--- src/efm_pkg.sv ---
package efm_pkg;
  // Register indices; byte address is four times the index
  localparam logic [11:0] IDX_ALARM_STATUS  = 12'h097;
  localparam logic [11:0] IDX_TS0_BITS      = 12'h098;
  localparam logic [11:0] IDX_CRC_LOW       = 12'h099;
  localparam logic [11:0] IDX_CRC_HIGH      = 12'h09A;
  localparam logic [11:0] IDX_NAT_IRQ_EN    = 12'h09B;
  localparam logic [11:0] IDX_NAT_IRQ_STAT  = 12'h09C;
  localparam logic [11:0] IDX_CONFIG        = 12'h0C0;
  localparam int          ADDR_W            = 14;
  // Config register bit positions
  localparam int          CFG_LINE_STD      = 0;
  localparam int          CFG_UNFRAMED      = 1;
  localparam int          CFG_RAI_PERSIST   = 2;
  localparam int          CFG_ZD_PERSIST    = 3;
  localparam logic [7:0]  CFG_RESET         = 8'h01;
  localparam logic [7:0]  NAT_EN_RESET      = 8'h00;
  localparam logic [2:0]  CW_SEL_RESET      = 3'h4;
  localparam logic        IRQ_N_RESET       = 1'b1;
  // Timing
  localparam int          CLK_HZ            = 50000000;
  localparam int          ONE_SEC_MS        = 1000;
  localparam int          ALARM_MS          = 100;
  localparam int          ALARM_CYC         = CLK_HZ / 1000 * ALARM_MS;
  localparam int          SEC_CYC           = CLK_HZ / 1000 * ONE_SEC_MS;
  localparam int          ZD_WINDOW_BITS    = 512;
  localparam logic [9:0]  ZD_WIN_LAST       = 10'h1FF;
  localparam logic [9:0]  ZD_MAX_ZEROS      = 10'h002;
  localparam logic [2:0]  RAI_PERSIST_CNT   = 3'h4;
  localparam logic [1:0]  RMAI_PERSIST_CNT  = 2'h3;
  localparam logic [3:0]  FRAMES_PER_SMF    = 4'hF;
  localparam logic [1:0]  AXI_OKAY          = 2'h0;
  localparam logic [1:0]  AXI_SLVERR        = 2'h2;
  typedef enum logic [1:0]
  {
    ZD_CLEAR   = 2'b00,
    ZD_PEND_ON = 2'b01,
    ZD_SET     = 2'b10,
    ZD_PEND_OF = 2'b11
  } efm_zd_e;
endpackage : efm_pkg

--- src/efm_alarm_monitor.sv ---
// Contract
// - All block registers except config held reset when line standard is 0 or unframed is 1.
// - Persistence on: remote alarm sets after four ones in a row, clears on zero.
// - Persistence off: remote alarm follows each received alarm bit directly.
// - Remote alarm status refreshes once every two frames.
// - Multiframe alarm sets after three ones in a row, clears on any zero.
// - Multiframe alarm status refreshes once every sixteen frames.
// - Persistence off: detect sets on window with two or fewer zeros, clears on more.
// - Persistence on: detect needs two consecutive windows of same kind to change.
// - Zero density detect updates only at end of each 512-bit window.
// - Loss-of-frame alarm follows out-of-frame persisting 100 ms either way.
// - All-ones alarm follows out-of-frame all-ones persisting 100 ms either way.
// - First bit of alignment frame timeslot 0 captured to bit 7 at frame pulse.
// - Non-alignment frame bits captured to bits 6 to 0 at frame pulse.
// - Ten-bit CRC error count transferred each second into two readable registers.
// - Fresh flag sets on transfer, clears on read of upper counter register.
// - Overrun flag sets when transfer precedes read, clears on upper read.
// - Timeslot 16 frame 0 bits 5 to 8 captured into upper register bits 5 to 2.
// - Timeslot 16 extra bits frozen while out of frame alignment.
// - Frame pulse event at timeslot 1 bit 1 times all captures.
// - Codeword select 100..111 pick national bits 4..7, 000 picks bit 8.
// - Enabled national bit with change indication drives active-low interrupt.
`timescale 1ns/1ps
`default_nettype none
module efm_alarm_monitor
  import efm_pkg::*;
#(
  parameter int ALARM_CYCLES = ALARM_CYC,
  parameter int SEC_CYCLES   = SEC_CYC
)
(
  // Clock and reset
  input  wire logic                      I_CLK,
  input  wire logic                      I_RST_N,
  // Receive stream from the framer
  input  wire logic                      I_BIT_VALID,
  input  wire logic                      I_BIT_DATA,
  input  wire logic                      I_FRAME_PULSE,
  input  wire logic                      I_ALIGN_FRAME,
  input  wire logic [7:0]                I_TS0_BYTE,
  input  wire logic                      I_SMF_FRAME0,
  input  wire logic [7:0]                I_TS16_BYTE,
  input  wire logic                      I_OUT_OF_FRAME,
  input  wire logic                      I_ALL_ONES,
  input  wire logic                      I_CRC_ERROR,
  input  wire logic [4:0]                I_NAT_CHANGE,
  // AXI4-Lite write
  input  wire logic [efm_pkg::ADDR_W-1:0] I_AWADDR,
  input  wire logic                      I_AWVALID,
  output logic                           O_AWREADY,
  input  wire logic [31:0]               I_WDATA,
  input  wire logic [3:0]                I_WSTRB,
  input  wire logic                      I_WVALID,
  output logic                           O_WREADY,
  output logic [1:0]                     O_BRESP,
  output logic                           O_BVALID,
  input  wire logic                      I_BREADY,
  // AXI4-Lite read
  input  wire logic [efm_pkg::ADDR_W-1:0] I_ARADDR,
  input  wire logic                      I_ARVALID,
  output logic                           O_ARREADY,
  output logic [31:0]                    O_RDATA,
  output logic [1:0]                     O_RRESP,
  output logic                           O_RVALID,
  input  wire logic                      I_RREADY,
  // Status outputs
  output logic [2:0]                     O_CODEWORD_SELECT,
  output logic                           O_IRQ_OUT_N
);
  import efm_pkg::*;

  function automatic logic [11:0] word_idx(input logic [ADDR_W-1:0] a);
    word_idx = a[ADDR_W-1:2];
  endfunction : word_idx

  logic [7:0]  cfg_q;
  logic [7:0]  nat_en_q;
  logic        blk_clr;
  assign blk_clr = !cfg_q[CFG_LINE_STD] || cfg_q[CFG_UNFRAMED];

  // AXI write path
  logic                 aw_hold_q;
  logic                 w_hold_q;
  logic [ADDR_W-1:0]    awaddr_q;
  logic [31:0]          wdata_q;
  logic [3:0]           wstrb_q;
  logic                 bvalid_q;
  logic [1:0]           bresp_q;
  logic                 wr_go;
  logic                 wr_ok;
  assign O_AWREADY = !aw_hold_q && !bvalid_q;
  assign O_WREADY  = !w_hold_q && !bvalid_q;
  assign wr_go     = aw_hold_q && w_hold_q && !bvalid_q;
  assign wr_ok     = word_idx(awaddr_q) == IDX_CONFIG || word_idx(awaddr_q) == IDX_NAT_IRQ_EN ||
                     word_idx(awaddr_q) == IDX_ALARM_STATUS || word_idx(awaddr_q) == IDX_TS0_BITS ||
                     word_idx(awaddr_q) == IDX_CRC_LOW || word_idx(awaddr_q) == IDX_CRC_HIGH ||
                     word_idx(awaddr_q) == IDX_NAT_IRQ_STAT;
  assign O_BVALID  = bvalid_q;
  assign O_BRESP   = bresp_q;

  always_ff @(posedge I_CLK or negedge I_RST_N)
  begin
    if (!I_RST_N)
    begin
      aw_hold_q <= 1'b0;
      w_hold_q  <= 1'b0;
      awaddr_q  <= '0;
      wdata_q   <= 32'h0000_0000;
      wstrb_q   <= 4'h0;
      bvalid_q  <= 1'b0;
      bresp_q   <= AXI_OKAY;
    end
    else
    begin
      if (I_AWVALID && O_AWREADY)
      begin
        aw_hold_q <= 1'b1;
        awaddr_q  <= I_AWADDR;
      end
      if (I_WVALID && O_WREADY)
      begin
        w_hold_q <= 1'b1;
        wdata_q  <= I_WDATA;
        wstrb_q  <= I_WSTRB;
      end
      if (wr_go)
      begin
        aw_hold_q <= 1'b0;
        w_hold_q  <= 1'b0;
        bvalid_q  <= 1'b1;
        bresp_q   <= wr_ok ? AXI_OKAY : AXI_SLVERR;
      end
      else if (bvalid_q && I_BREADY)
        bvalid_q <= 1'b0;
    end
  end

  // Config sits outside the held-reset group so software can leave that state
  always_ff @(posedge I_CLK or negedge I_RST_N)
  begin
    if (!I_RST_N)
      cfg_q <= CFG_RESET;
    else if (wr_go && word_idx(awaddr_q) == IDX_CONFIG && wstrb_q[0])
      cfg_q <= {4'h0, wdata_q[3:0]};
  end

  always_ff @(posedge I_CLK or negedge I_RST_N)
  begin
    if (!I_RST_N)
      nat_en_q <= NAT_EN_RESET;
    else if (blk_clr)
      nat_en_q <= NAT_EN_RESET;
    else if (wr_go && word_idx(awaddr_q) == IDX_NAT_IRQ_EN && wstrb_q[0])
      nat_en_q <= wdata_q[7:0];
  end

  // Codeword select decode, registered; undefined codes select nothing
  always_ff @(posedge I_CLK or negedge I_RST_N)
  begin
    if (!I_RST_N)
      O_CODEWORD_SELECT <= CW_SEL_RESET;
    else
    begin
      case (nat_en_q[7:5])
        3'b100:  O_CODEWORD_SELECT <= 3'h0;
        3'b101:  O_CODEWORD_SELECT <= 3'h1;
        3'b110:  O_CODEWORD_SELECT <= 3'h2;
        3'b111:  O_CODEWORD_SELECT <= 3'h3;
        3'b000:  O_CODEWORD_SELECT <= 3'h4;
        default: O_CODEWORD_SELECT <= 3'h7;
      endcase
    end
  end

  // Registered so a write to the enables cannot glitch the pin
  always_ff @(posedge I_CLK or negedge I_RST_N)
  begin
    if (!I_RST_N)
      O_IRQ_OUT_N <= IRQ_N_RESET;
    else
      O_IRQ_OUT_N <= !(|(nat_en_q[4:0] & I_NAT_CHANGE));
  end

  // Frame pulse marks timeslot 1 bit 1, so timeslot bytes are complete
  logic frm_pls;
  assign frm_pls = I_FRAME_PULSE && !blk_clr;

  // Remote alarm, evaluated every second frame (each non-alignment frame)
  logic       rai_q;
  logic [2:0] rai_cnt_q;
  always_ff @(posedge I_CLK or negedge I_RST_N)
  begin
    if (!I_RST_N)
    begin
      rai_q     <= 1'b0;
      rai_cnt_q <= 3'h0;
    end
    else if (blk_clr)
    begin
      rai_q     <= 1'b0;
      rai_cnt_q <= 3'h0;
    end
    else if (frm_pls && !I_ALIGN_FRAME)
    begin
      if (!I_TS0_BYTE[5])
      begin
        rai_q     <= 1'b0;
        rai_cnt_q <= 3'h0;
      end
      else if (!cfg_q[CFG_RAI_PERSIST])
        rai_q <= 1'b1;
      else
      begin
        if (rai_cnt_q < RAI_PERSIST_CNT)
          rai_cnt_q <= rai_cnt_q + 3'h1;
        if (rai_cnt_q + 3'h1 >= RAI_PERSIST_CNT)
          rai_q <= 1'b1;
      end
    end
  end

  // Multiframe alarm, evaluated at frame 0 of each 16-frame multiframe
  logic       rmai_q;
  logic [1:0] rmai_cnt_q;
  always_ff @(posedge I_CLK or negedge I_RST_N)
  begin
    if (!I_RST_N)
    begin
      rmai_q     <= 1'b0;
      rmai_cnt_q <= 2'h0;
    end
    else if (blk_clr)
    begin
      rmai_q     <= 1'b0;
      rmai_cnt_q <= 2'h0;
    end
    else if (frm_pls && I_SMF_FRAME0)
    begin
      if (!I_TS16_BYTE[2])
      begin
        rmai_q     <= 1'b0;
        rmai_cnt_q <= 2'h0;
      end
      else
      begin
        if (rmai_cnt_q != RMAI_PERSIST_CNT)
          rmai_cnt_q <= rmai_cnt_q + 2'h1;
        if (rmai_cnt_q + 2'h1 >= RMAI_PERSIST_CNT)
          rmai_q <= 1'b1;
      end
    end
  end

  // Zero density over 512-bit windows
  logic [9:0] zd_bit_q;
  logic [9:0] zd_zero_q;
  logic       zd_low;
  logic       zd_end;
  efm_zd_e    zd_st_q;
  assign zd_end = I_BIT_VALID && zd_bit_q == ZD_WIN_LAST;
  assign zd_low = (zd_zero_q + {9'h0, !I_BIT_DATA}) <= ZD_MAX_ZEROS;
  always_ff @(posedge I_CLK or negedge I_RST_N)
  begin
    if (!I_RST_N)
    begin
      zd_bit_q  <= 10'h000;
      zd_zero_q <= 10'h000;
    end
    else if (blk_clr)
    begin
      zd_bit_q  <= 10'h000;
      zd_zero_q <= 10'h000;
    end
    else if (I_BIT_VALID)
    begin
      zd_bit_q  <= zd_end ? 10'h000 : zd_bit_q + 10'h001;
      zd_zero_q <= zd_end ? 10'h000 : zd_zero_q + {9'h0, !I_BIT_DATA};
    end
  end

  always_ff @(posedge I_CLK or negedge I_RST_N)
  begin
    if (!I_RST_N)
      zd_st_q <= ZD_CLEAR;
    else if (blk_clr)
      zd_st_q <= ZD_CLEAR;
    else if (zd_end)
    begin
      case (zd_st_q)
        ZD_CLEAR:   zd_st_q <= !zd_low ? ZD_CLEAR : (cfg_q[CFG_ZD_PERSIST] ? ZD_PEND_ON : ZD_SET);
        ZD_PEND_ON: zd_st_q <= zd_low ? ZD_SET : ZD_CLEAR;
        ZD_SET:     zd_st_q <= zd_low ? ZD_SET : (cfg_q[CFG_ZD_PERSIST] ? ZD_PEND_OF : ZD_CLEAR);
        ZD_PEND_OF: zd_st_q <= zd_low ? ZD_SET : ZD_CLEAR;
        default:    zd_st_q <= ZD_CLEAR;
      endcase
    end
  end
  logic zd_det;
  assign zd_det = zd_st_q == ZD_SET || zd_st_q == ZD_PEND_OF;

  // 100 ms persistence integrators, one per alarm
  logic [1:0]  per_in;
  logic [1:0]  per_q;
  logic [22:0] per_cnt_q [2];
  assign per_in = {I_OUT_OF_FRAME && I_ALL_ONES, I_OUT_OF_FRAME};
  generate
    for (genvar g = 0; g < 2; g++)
    begin : g_persist
      always_ff @(posedge I_CLK or negedge I_RST_N)
      begin
        if (!I_RST_N)
        begin
          per_q[g]     <= 1'b0;
          per_cnt_q[g] <= 23'h0;
        end
        else if (blk_clr)
        begin
          per_q[g]     <= 1'b0;
          per_cnt_q[g] <= 23'h0;
        end
        else if (per_in[g] == per_q[g])
          per_cnt_q[g] <= 23'h0;
        else if (per_cnt_q[g] == 23'(ALARM_CYCLES - 1))
        begin
          per_q[g]     <= per_in[g];
          per_cnt_q[g] <= 23'h0;
        end
        else
          per_cnt_q[g] <= per_cnt_q[g] + 23'h1;
      end
    end
  endgenerate

  // Timeslot 0 and 16 captures
  logic [7:0] ts0_q;
  logic [3:0] ts16_q;
  always_ff @(posedge I_CLK or negedge I_RST_N)
  begin
    if (!I_RST_N)
    begin
      ts0_q  <= 8'h00;
      ts16_q <= 4'h0;
    end
    else if (blk_clr)
    begin
      ts0_q  <= 8'h00;
      ts16_q <= 4'h0;
    end
    else if (frm_pls)
    begin
      if (I_ALIGN_FRAME)
        ts0_q[7] <= I_TS0_BYTE[7];
      else
        ts0_q[6:0] <= {I_TS0_BYTE[7], I_TS0_BYTE[5:0]};
      if (I_SMF_FRAME0 && !I_OUT_OF_FRAME)
        ts16_q <= I_TS16_BYTE[3:0];
    end
  end

  // CRC error counting and one-second transfer
  logic [9:0]  crc_acc_q;
  logic [9:0]  crc_hold_q;
  logic [25:0] sec_cnt_q;
  logic        sec_tick;
  logic        fresh_q;
  logic        overrun_q;
  logic        hi_read;
  assign sec_tick = sec_cnt_q == 26'(SEC_CYCLES - 1);
  always_ff @(posedge I_CLK or negedge I_RST_N)
  begin
    if (!I_RST_N)
    begin
      crc_acc_q  <= 10'h000;
      crc_hold_q <= 10'h000;
      sec_cnt_q  <= 26'h0;
    end
    else if (blk_clr)
    begin
      crc_acc_q  <= 10'h000;
      crc_hold_q <= 10'h000;
      sec_cnt_q  <= 26'h0;
    end
    else
    begin
      sec_cnt_q <= sec_tick ? 26'h0 : sec_cnt_q + 26'h1;
      if (sec_tick)
      begin
        crc_hold_q <= crc_acc_q;
        crc_acc_q  <= {9'h0, I_CRC_ERROR};
      end
      else if (I_CRC_ERROR && crc_acc_q != 10'h3FF)
        crc_acc_q <= crc_acc_q + 10'h001;
    end
  end

  // Transfer wins over a read in the same cycle for fresh; that read still clears overrun
  always_ff @(posedge I_CLK or negedge I_RST_N)
  begin
    if (!I_RST_N)
    begin
      fresh_q   <= 1'b0;
      overrun_q <= 1'b0;
    end
    else if (blk_clr)
    begin
      fresh_q   <= 1'b0;
      overrun_q <= 1'b0;
    end
    else if (sec_tick)
    begin
      fresh_q <= 1'b1;
      if (fresh_q && !hi_read)
        overrun_q <= 1'b1;
      else if (hi_read)
        overrun_q <= 1'b0;
    end
    else if (hi_read)
    begin
      fresh_q   <= 1'b0;
      overrun_q <= 1'b0;
    end
  end

  // AXI read path
  logic        rvalid_q;
  logic [31:0] rdata_q;
  logic [1:0]  rresp_q;
  logic [7:0]  rd_byte;
  logic        rd_hit;
  assign O_ARREADY = !rvalid_q;
  assign O_RVALID  = rvalid_q;
  assign O_RDATA   = rdata_q;
  assign O_RRESP   = rresp_q;
  assign hi_read   = I_ARVALID && O_ARREADY && word_idx(I_ARADDR) == IDX_CRC_HIGH;

  always_comb
  begin
    rd_hit  = 1'b1;
    rd_byte = 8'h00;
    case (word_idx(I_ARADDR))
      IDX_ALARM_STATUS: rd_byte = {rai_q, rmai_q, zd_det, 1'b0, per_q[0], per_q[1], 2'b00};
      IDX_TS0_BITS:     rd_byte = ts0_q;
      IDX_CRC_LOW:      rd_byte = crc_hold_q[7:0];
      IDX_CRC_HIGH:     rd_byte = {overrun_q, fresh_q, ts16_q, crc_hold_q[9:8]};
      IDX_NAT_IRQ_EN:   rd_byte = nat_en_q;
      IDX_NAT_IRQ_STAT: rd_byte = {3'b000, I_NAT_CHANGE};
      IDX_CONFIG:       rd_byte = cfg_q;
      default:          rd_hit  = 1'b0;
    endcase
  end

  always_ff @(posedge I_CLK or negedge I_RST_N)
  begin
    if (!I_RST_N)
    begin
      rvalid_q <= 1'b0;
      rdata_q  <= 32'h0000_0000;
      rresp_q  <= AXI_OKAY;
    end
    else if (I_ARVALID && O_ARREADY)
    begin
      rvalid_q <= 1'b1;
      rdata_q  <= {24'h00_0000, rd_byte};
      rresp_q  <= rd_hit ? AXI_OKAY : AXI_SLVERR;
    end
    else if (rvalid_q && I_RREADY)
      rvalid_q <= 1'b0;
  end

  a_held_reset: assert property (@(posedge I_CLK) disable iff (!I_RST_N)
    blk_clr |=> !rai_q && !rmai_q && !fresh_q && ts0_q == 8'h00)
    else $error("block state not held in reset");
  a_rai_direct: assert property (@(posedge I_CLK) disable iff (!I_RST_N)
    frm_pls && !I_ALIGN_FRAME && !cfg_q[CFG_RAI_PERSIST] |=> rai_q == $past(I_TS0_BYTE[5]))
    else $error("remote alarm does not follow bit");
  a_rai_hold: assert property (@(posedge I_CLK) disable iff (!I_RST_N)
    !(frm_pls && !I_ALIGN_FRAME) && !blk_clr |=> $stable(rai_q))
    else $error("remote alarm changed between frames");
  a_rmai_clr: assert property (@(posedge I_CLK) disable iff (!I_RST_N)
    frm_pls && I_SMF_FRAME0 && !I_TS16_BYTE[2] |=> !rmai_q)
    else $error("multiframe alarm not cleared");
  a_zd_window: assert property (@(posedge I_CLK) disable iff (!I_RST_N)
    !zd_end && !blk_clr |=> $stable(zd_det))
    else $error("detect changed inside window");
  a_fresh_set: assert property (@(posedge I_CLK) disable iff (!I_RST_N)
    sec_tick && !blk_clr |=> fresh_q)
    else $error("fresh flag not set on transfer");
  a_overrun_set: assert property (@(posedge I_CLK) disable iff (!I_RST_N)
    sec_tick && fresh_q && !hi_read && !blk_clr |=> overrun_q)
    else $error("overrun not flagged");
  a_ts16_freeze: assert property (@(posedge I_CLK) disable iff (!I_RST_N)
    I_OUT_OF_FRAME && !blk_clr |=> $stable(ts16_q))
    else $error("extra bits changed out of frame");
  a_irq_drive: assert property (@(posedge I_CLK) disable iff (!I_RST_N)
    (nat_en_q[0] && I_NAT_CHANGE[0]) |=> !O_IRQ_OUT_N)
    else $error("interrupt not driven");
  c_rai_up:  cover property (@(posedge I_CLK) disable iff (!I_RST_N) $rose(rai_q));
  c_zd_up:   cover property (@(posedge I_CLK) disable iff (!I_RST_N) $rose(zd_det));
  c_overrun_up: cover property (@(posedge I_CLK) disable iff (!I_RST_N) $rose(overrun_q));
  c_lof_up:  cover property (@(posedge I_CLK) disable iff (!I_RST_N) $rose(per_q[0]));
endmodule : efm_alarm_monitor
`default_nettype wire

--- config.mk ---
export PLATFORM = sky130hd
export DESIGN_NAME = efm_alarm_monitor
export DESIGN_NICKNAME = d
export VERILOG_FILES = /design/src/efm_pkg.sv /design/src/efm_alarm_monitor.sv
export SDC_FILE = /design/constraint.sdc
export NUM_CORES = 1
export LEC_CHECK = 0
export ABC_AREA = 1
export BUFFER_PORTS_ARGS = -buffer_cell sky130_fd_sc_hd__clkbuf_2
export CORE_ASPECT_RATIO = 0.75
export CORE_UTILIZATION = 55
export CTS_CLUSTER_SIZE = 40
export DETAILED_ROUTE_END_ITERATION = 7
export PLACE_DENSITY = 0.76
export SLEW_MARGIN = 0
export SYNTH_ARGS = -nofsm -noshare
export SYNTH_HDL_FRONTEND = slang
export SYNTH_SLANG_ARGS = --single-unit
--- constraint.sdc ---
create_clock -name I_CLK -period 2.5 [get_ports I_CLK]
set_clock_uncertainty 0.15 [all_clocks]
set_input_delay 0.25 -clock I_CLK [delete_from_list [all_inputs] [get_ports I_CLK]]
set_output_delay 0.25 -clock I_CLK [all_outputs]
set_load 0.01 [all_outputs]
==> PnR_summary.wiki <==
{| class="wikitable"
! Metric !! Value
|-
| Areal power density over the cells || between 500 and 600 nW/um^2
|-
| Share of the cycle needed by the critical path after routing || roughly 90%
|-
| Sequential cell area || ~4700 um^2
|-
| Via count of the first global-routing pass || around 8.4k
|-
| Max Clk Rate || between 0.4 and 0.5 GHz
|-
| Worst slew pin tran || about 0.66 ns
|-
| Hold Vio Cnt, Final || 0
|-
| Setup Crit Path Kind || reg -> reg
|-
| Post-route setup slack || slightly above 0.3 ns
|-
| Sequential Power Share || between 40% and 50%
|-
| Cell area after synthesis || roughly 10000 um^2
|-
| Post-synth ARST share || 100%
|-
| Type of origin of the critical path || flip-flop
|-
| Cell area after layout || 11700 um^2
|-
| Number of enable flip-flop cells after synthesis || 0
|-
| Sort of element at the end of the critical path || flip-flop
|-
| Multi-input gate area || approximately 4600 um^2
|-
| Crit path time final || about 2.2 ns
|-
| MaxCap Viol Count || 0
|-
| Y dimension of the die || roughly 120 um
|-
| First-pass GRT wire length || 40600 um
|-
| Worst path required time || ~2.7 ns
|-
| DIE AREA || 19000 um^2
|-
| Total of buffers placed on input and output ports || 82
|-
| Internal reg-to-reg setup slack || 0.31 ns
|-
| Via count normalized by instance count || 5.30
|-
| Width of the die || about 160 um
|-
| Maximum fanout along the worst path || 24
|-
| Instance area at placement || 10700 um^2
|-
| CTS Buffer Depth || 2
|-
| RSZ-0062 raised after global routing || no
|-
| Routed length per instance || roughly 15 um
|-
| Count of pins over their slew limit || 0
|-
| Number of fillers in the final layout || 1487
|-
| Endpoint arrival time on the critical path || between 2 and 2.5 ns
|-
| Pre-antenna DRT Iters || 5
|-
| Global-route total usage across every layer || between 20 and 30%
|-
| Number of vias in the routed layout || 8787
|-
| Total power consumption of the routed design || around 6.7 mW
|-
| Switch Pwr || ~1.7 mW
|-
| Share of layout cells above drive strength 1 || between 10 and 15%
|-
| Placement Rows || 42
|-
| Post-detailed-placement half-perimeter wirelength || 17400 um
|-
| Clock-pin slew on the worst setup and hold paths || 0.06 ns
|-
| H-tree lvl count || 4
|-
| Post-place setup slack || 0.0805 ns
|-
| Number of buffers and inverters on the critical path || 1
|-
| Clock latency reported for the late side of the worst-skew pair || about 0.43 ns
|-
| Routability-driven placement congestion ratio || 0.920
|-
| Fraction of power consumed by the clock network || around two fifths
|-
| Sink Count || 188
|-
| Total number of nets in the final design || approximately 1.5k
|-
| Syn Area/Cell || around 8.0 um^2
|-
| Flip-flop and latch count after synthesis || roughly 190
|-
| Kind of cell adding the most delay to the critical path || simple AND/OR/NAND/NOR gates
|-
| Total Neg Setup Slack || 0 ns
|-
| Outcome || finished, final reports clean
|-
| Most common library cell in the layout ignoring fill and taps || sky130_fd_sc_hd__nand2_1
|-
| Pin count of the biggest net entering global routing || 67
|-
| Sequential-to-total area share from yosys stat || a little under half
|-
| Syn. warnings || 0
|-
| Clock tree from TritonCTS || built
|-
| Combinational share of power || a little under an eighth
|-
| Int Pwr || roughly 5 mW
|-
| Worst voltage drop across the vdd grid || between 0.4 and 0.5 mV
|-
| Critical path, cell by cell || ha_1 > nand3_1 > nor3_2 > nand2_2 > nor2_8 > nor2_8 > inv_4 > a21oi_1 > o21a_1
|-
| Leakage power of the design || 5.29 nW
|-
| Antenna violations before repair || 1
|-
| Worst hold path type || in -> reg
|-
| Number of failing setup endpoints in the final timing report || 0
|-
| Primary FF master, synth || sky130_fd_sc_hd__dfrtp_1
|-
| Total clock buffers created by CTS || 17
|-
| Area added between synthesis and finish || 15.4%
|-
| Overflow left after global routing || 0
|-
| Post-route DRC violation count || 0
|-
| Slew Limit Headroom || between 50% and 60%
|-
| Total wire length || 24200 um
|-
| Biggest cell delay along the critical path || about 0.43 ns
|-
| Number of distinct library cells after synthesis || 54
|-
| Number of antenna-violating nets in the routed design || 0
|-
| Number of top-level pins || roughly 150
|-
| Number of DRC violations after detailed-routing iteration 0 || around 780
|-
| Max stage delay cell, worst path || sky130_fd_sc_hd__dfrtp_1
|-
| Cell count after synthesis || approximately 1.3k
|-
| Root buffer cell || sky130_fd_sc_hd__clkbuf_16
|-
| Post-CTS setup-driven buffer insertion count || 0
|-
| Starting Density || around 57%
|-
| Most common cell type on the critical path || sky130_fd_sc_hd__nor2_8
|-
| Core footprint || between 15000 and 20000 um^2
|-
| Minimum hold slack || roughly 0.012 ns
|-
| Sw Share || 25.5%
|-
| Commonest non-fill, non-tap cells in the layout || 270 x sky130_fd_sc_hd__nand2_1, 185 x sky130_fd_sc_hd__dfrtp_1, 174 x sky130_fd_sc_hd__nor2_1
|}
layout make-up:
type                    count  share of cell area, %
well taps                 242                   2.59
inverters                 165                   5.32
clock buffers              25                   4.24
repair buffers            129                   7.63
multi-input cells         900                   39.4
flip-flops and latches    188                   40.3
diodes                      1                 0.0214
clock inverters             7                  0.557
flip-flops by register name, indices dropped and copies added, names as in the netlist, 3 cells and up:
register,count
O_CODEWORD_SELECT,3
O_RDATA,8
awaddr_q,12
cfg_q,4
crc_acc_q,10
crc_hold_q,10
nat_en_q,8
per_cnt_q,46
rai_cnt_q,3
sec_cnt_q,26
ts0_q,8
ts16_q,4
wdata_q,8
zd_bit_q,10
zd_zero_q,10
layer usage:
metal	vias up	part of all wire, %	track usage (%)
met2	322	44	41.9
met1	4116	47	39.5
li1	4323	-	-
met5	-	0	0
met3	26	7.1	6.07
met4	0	1.4	7.57
final timing paths:
check	from	end	cells after the start
min in group asynchronous	I_RST_N	per_cnt_q[5]$_DFF_PN0_	2
max in group asynchronous	I_RST_N	O_IRQ_OUT_N$_DFF_PN1_	3
hold reg to reg	per_cnt_q[23]$_DFF_PN0_	per_cnt_q[23]$_DFF_PN0_	1
setup / recovery	sec_cnt_q[0]$_DFF_PN0_	crc_acc_q[9]$_DFFE_PN0P_	9
setup reg to reg	sec_cnt_q[0]$_DFF_PN0_	crc_acc_q[9]$_DFFE_PN0P_	9
hold / removal	I_FRAME_PULSE	ts0_q[7]$_DFFE_PN0P_	4
power by group through the flow:
stage / sequential [mW] / combinational, mW / clock [mW]
after floorplan: 3.39 / 0.472 / 0
after global placement: 3.39 / 0.694 / 0
after detailed placement: 3.40 / 0.714 / 0
after CTS: 3.34 / 0.761 / 2.65
after global routing: 3.37 / 0.872 / 2.77
final: 3.35 / 0.765 / 2.63
stage by stage:
step	utilization, %	std cells
6_report	65.6	1657
5_1_grt	65.6	1657
4_1_cts	65.6	1656
3_5_place_dp	60.3	1586
3_3_place_gp	60.3	1586
2_1_floorplan	-	1295
Yosys cell counts, types with 5 or more instances:
| library cell | number | area (um^2) |
|---|---|---|
| sky130_fd_sc_hd__nand2_2 | 11 | 68.8 |
| sky130_fd_sc_hd__nor2_1 | 174 | 653 |
| sky130_fd_sc_hd__a21oi_1 | 38 | 190 |
| sky130_fd_sc_hd__inv_2 | 6 | 22.5 |
| sky130_fd_sc_hd__o21ai_0 | 53 | 265 |
| sky130_fd_sc_hd__buf_4 | 28 | 210 |
| sky130_fd_sc_hd__nor4_1 | 8 | 50.1 |
| sky130_fd_sc_hd__inv_1 | 157 | 589 |
| sky130_fd_sc_hd__o22ai_1 | 14 | 87.6 |
| sky130_fd_sc_hd__nand3_1 | 91 | 455 |
| sky130_fd_sc_hd__nand4_1 | 28 | 175 |
| sky130_fd_sc_hd__xnor2_1 | 11 | 96.3 |
| sky130_fd_sc_hd__xor2_1 | 27 | 236 |
| sky130_fd_sc_hd__nor2_4 | 5 | 56.3 |
| sky130_fd_sc_hd__nor3_1 | 40 | 200 |
| sky130_fd_sc_hd__mux2_2 | 8 | 90.1 |
| sky130_fd_sc_hd__a22o_1 | 7 | 61.3 |
| sky130_fd_sc_hd__o21ai_2 | 7 | 61.3 |
| sky130_fd_sc_hd__ha_1 | 11 | 138 |
| sky130_fd_sc_hd__nand2_1 | 270 | 1010 |
| sky130_fd_sc_hd__nor3_2 | 11 | 110 |
| sky130_fd_sc_hd__dfrtp_1 | 185 | 4630 |
| sky130_fd_sc_hd__buf_2 | 6 | 30.0 |
| sky130_fd_sc_hd__o21ai_1 | 9 | 45.0 |
| sky130_fd_sc_hd__nor2_2 | 7 | 43.8 |
worst min-delay path, cell delays in order:
cell                       delay, ns
sky130_fd_sc_hd__clkbuf_2       0.13
sky130_fd_sc_hd__nand2_1        0.06
sky130_fd_sc_hd__nand2_1        0.05
sky130_fd_sc_hd__a21oi_1        0.05
cell families (layout without fill, tap and decap cells):
group	Yosys count	count (layout)	synth area share, %
other	1	27	0.0370
AOI/OAI and AO/OA	146	146	8.56
adders and majority gates	11	11	1.36
buffers and inverters	207	326	9.02
xor gates and xnor gates	38	38	3.29
and+or+nand+nor	671	671	30.4
muxes	8	8	0.890
DFF	188	188	46.5
timing repair:
action	in CTS	in global routing
endpoints found under the hold margin	103	0
endpoints found under the setup margin	0	3
resized for setup	0	1
hold buffers	38	0
Note: power is estimated with default switching activity, not from simulation.
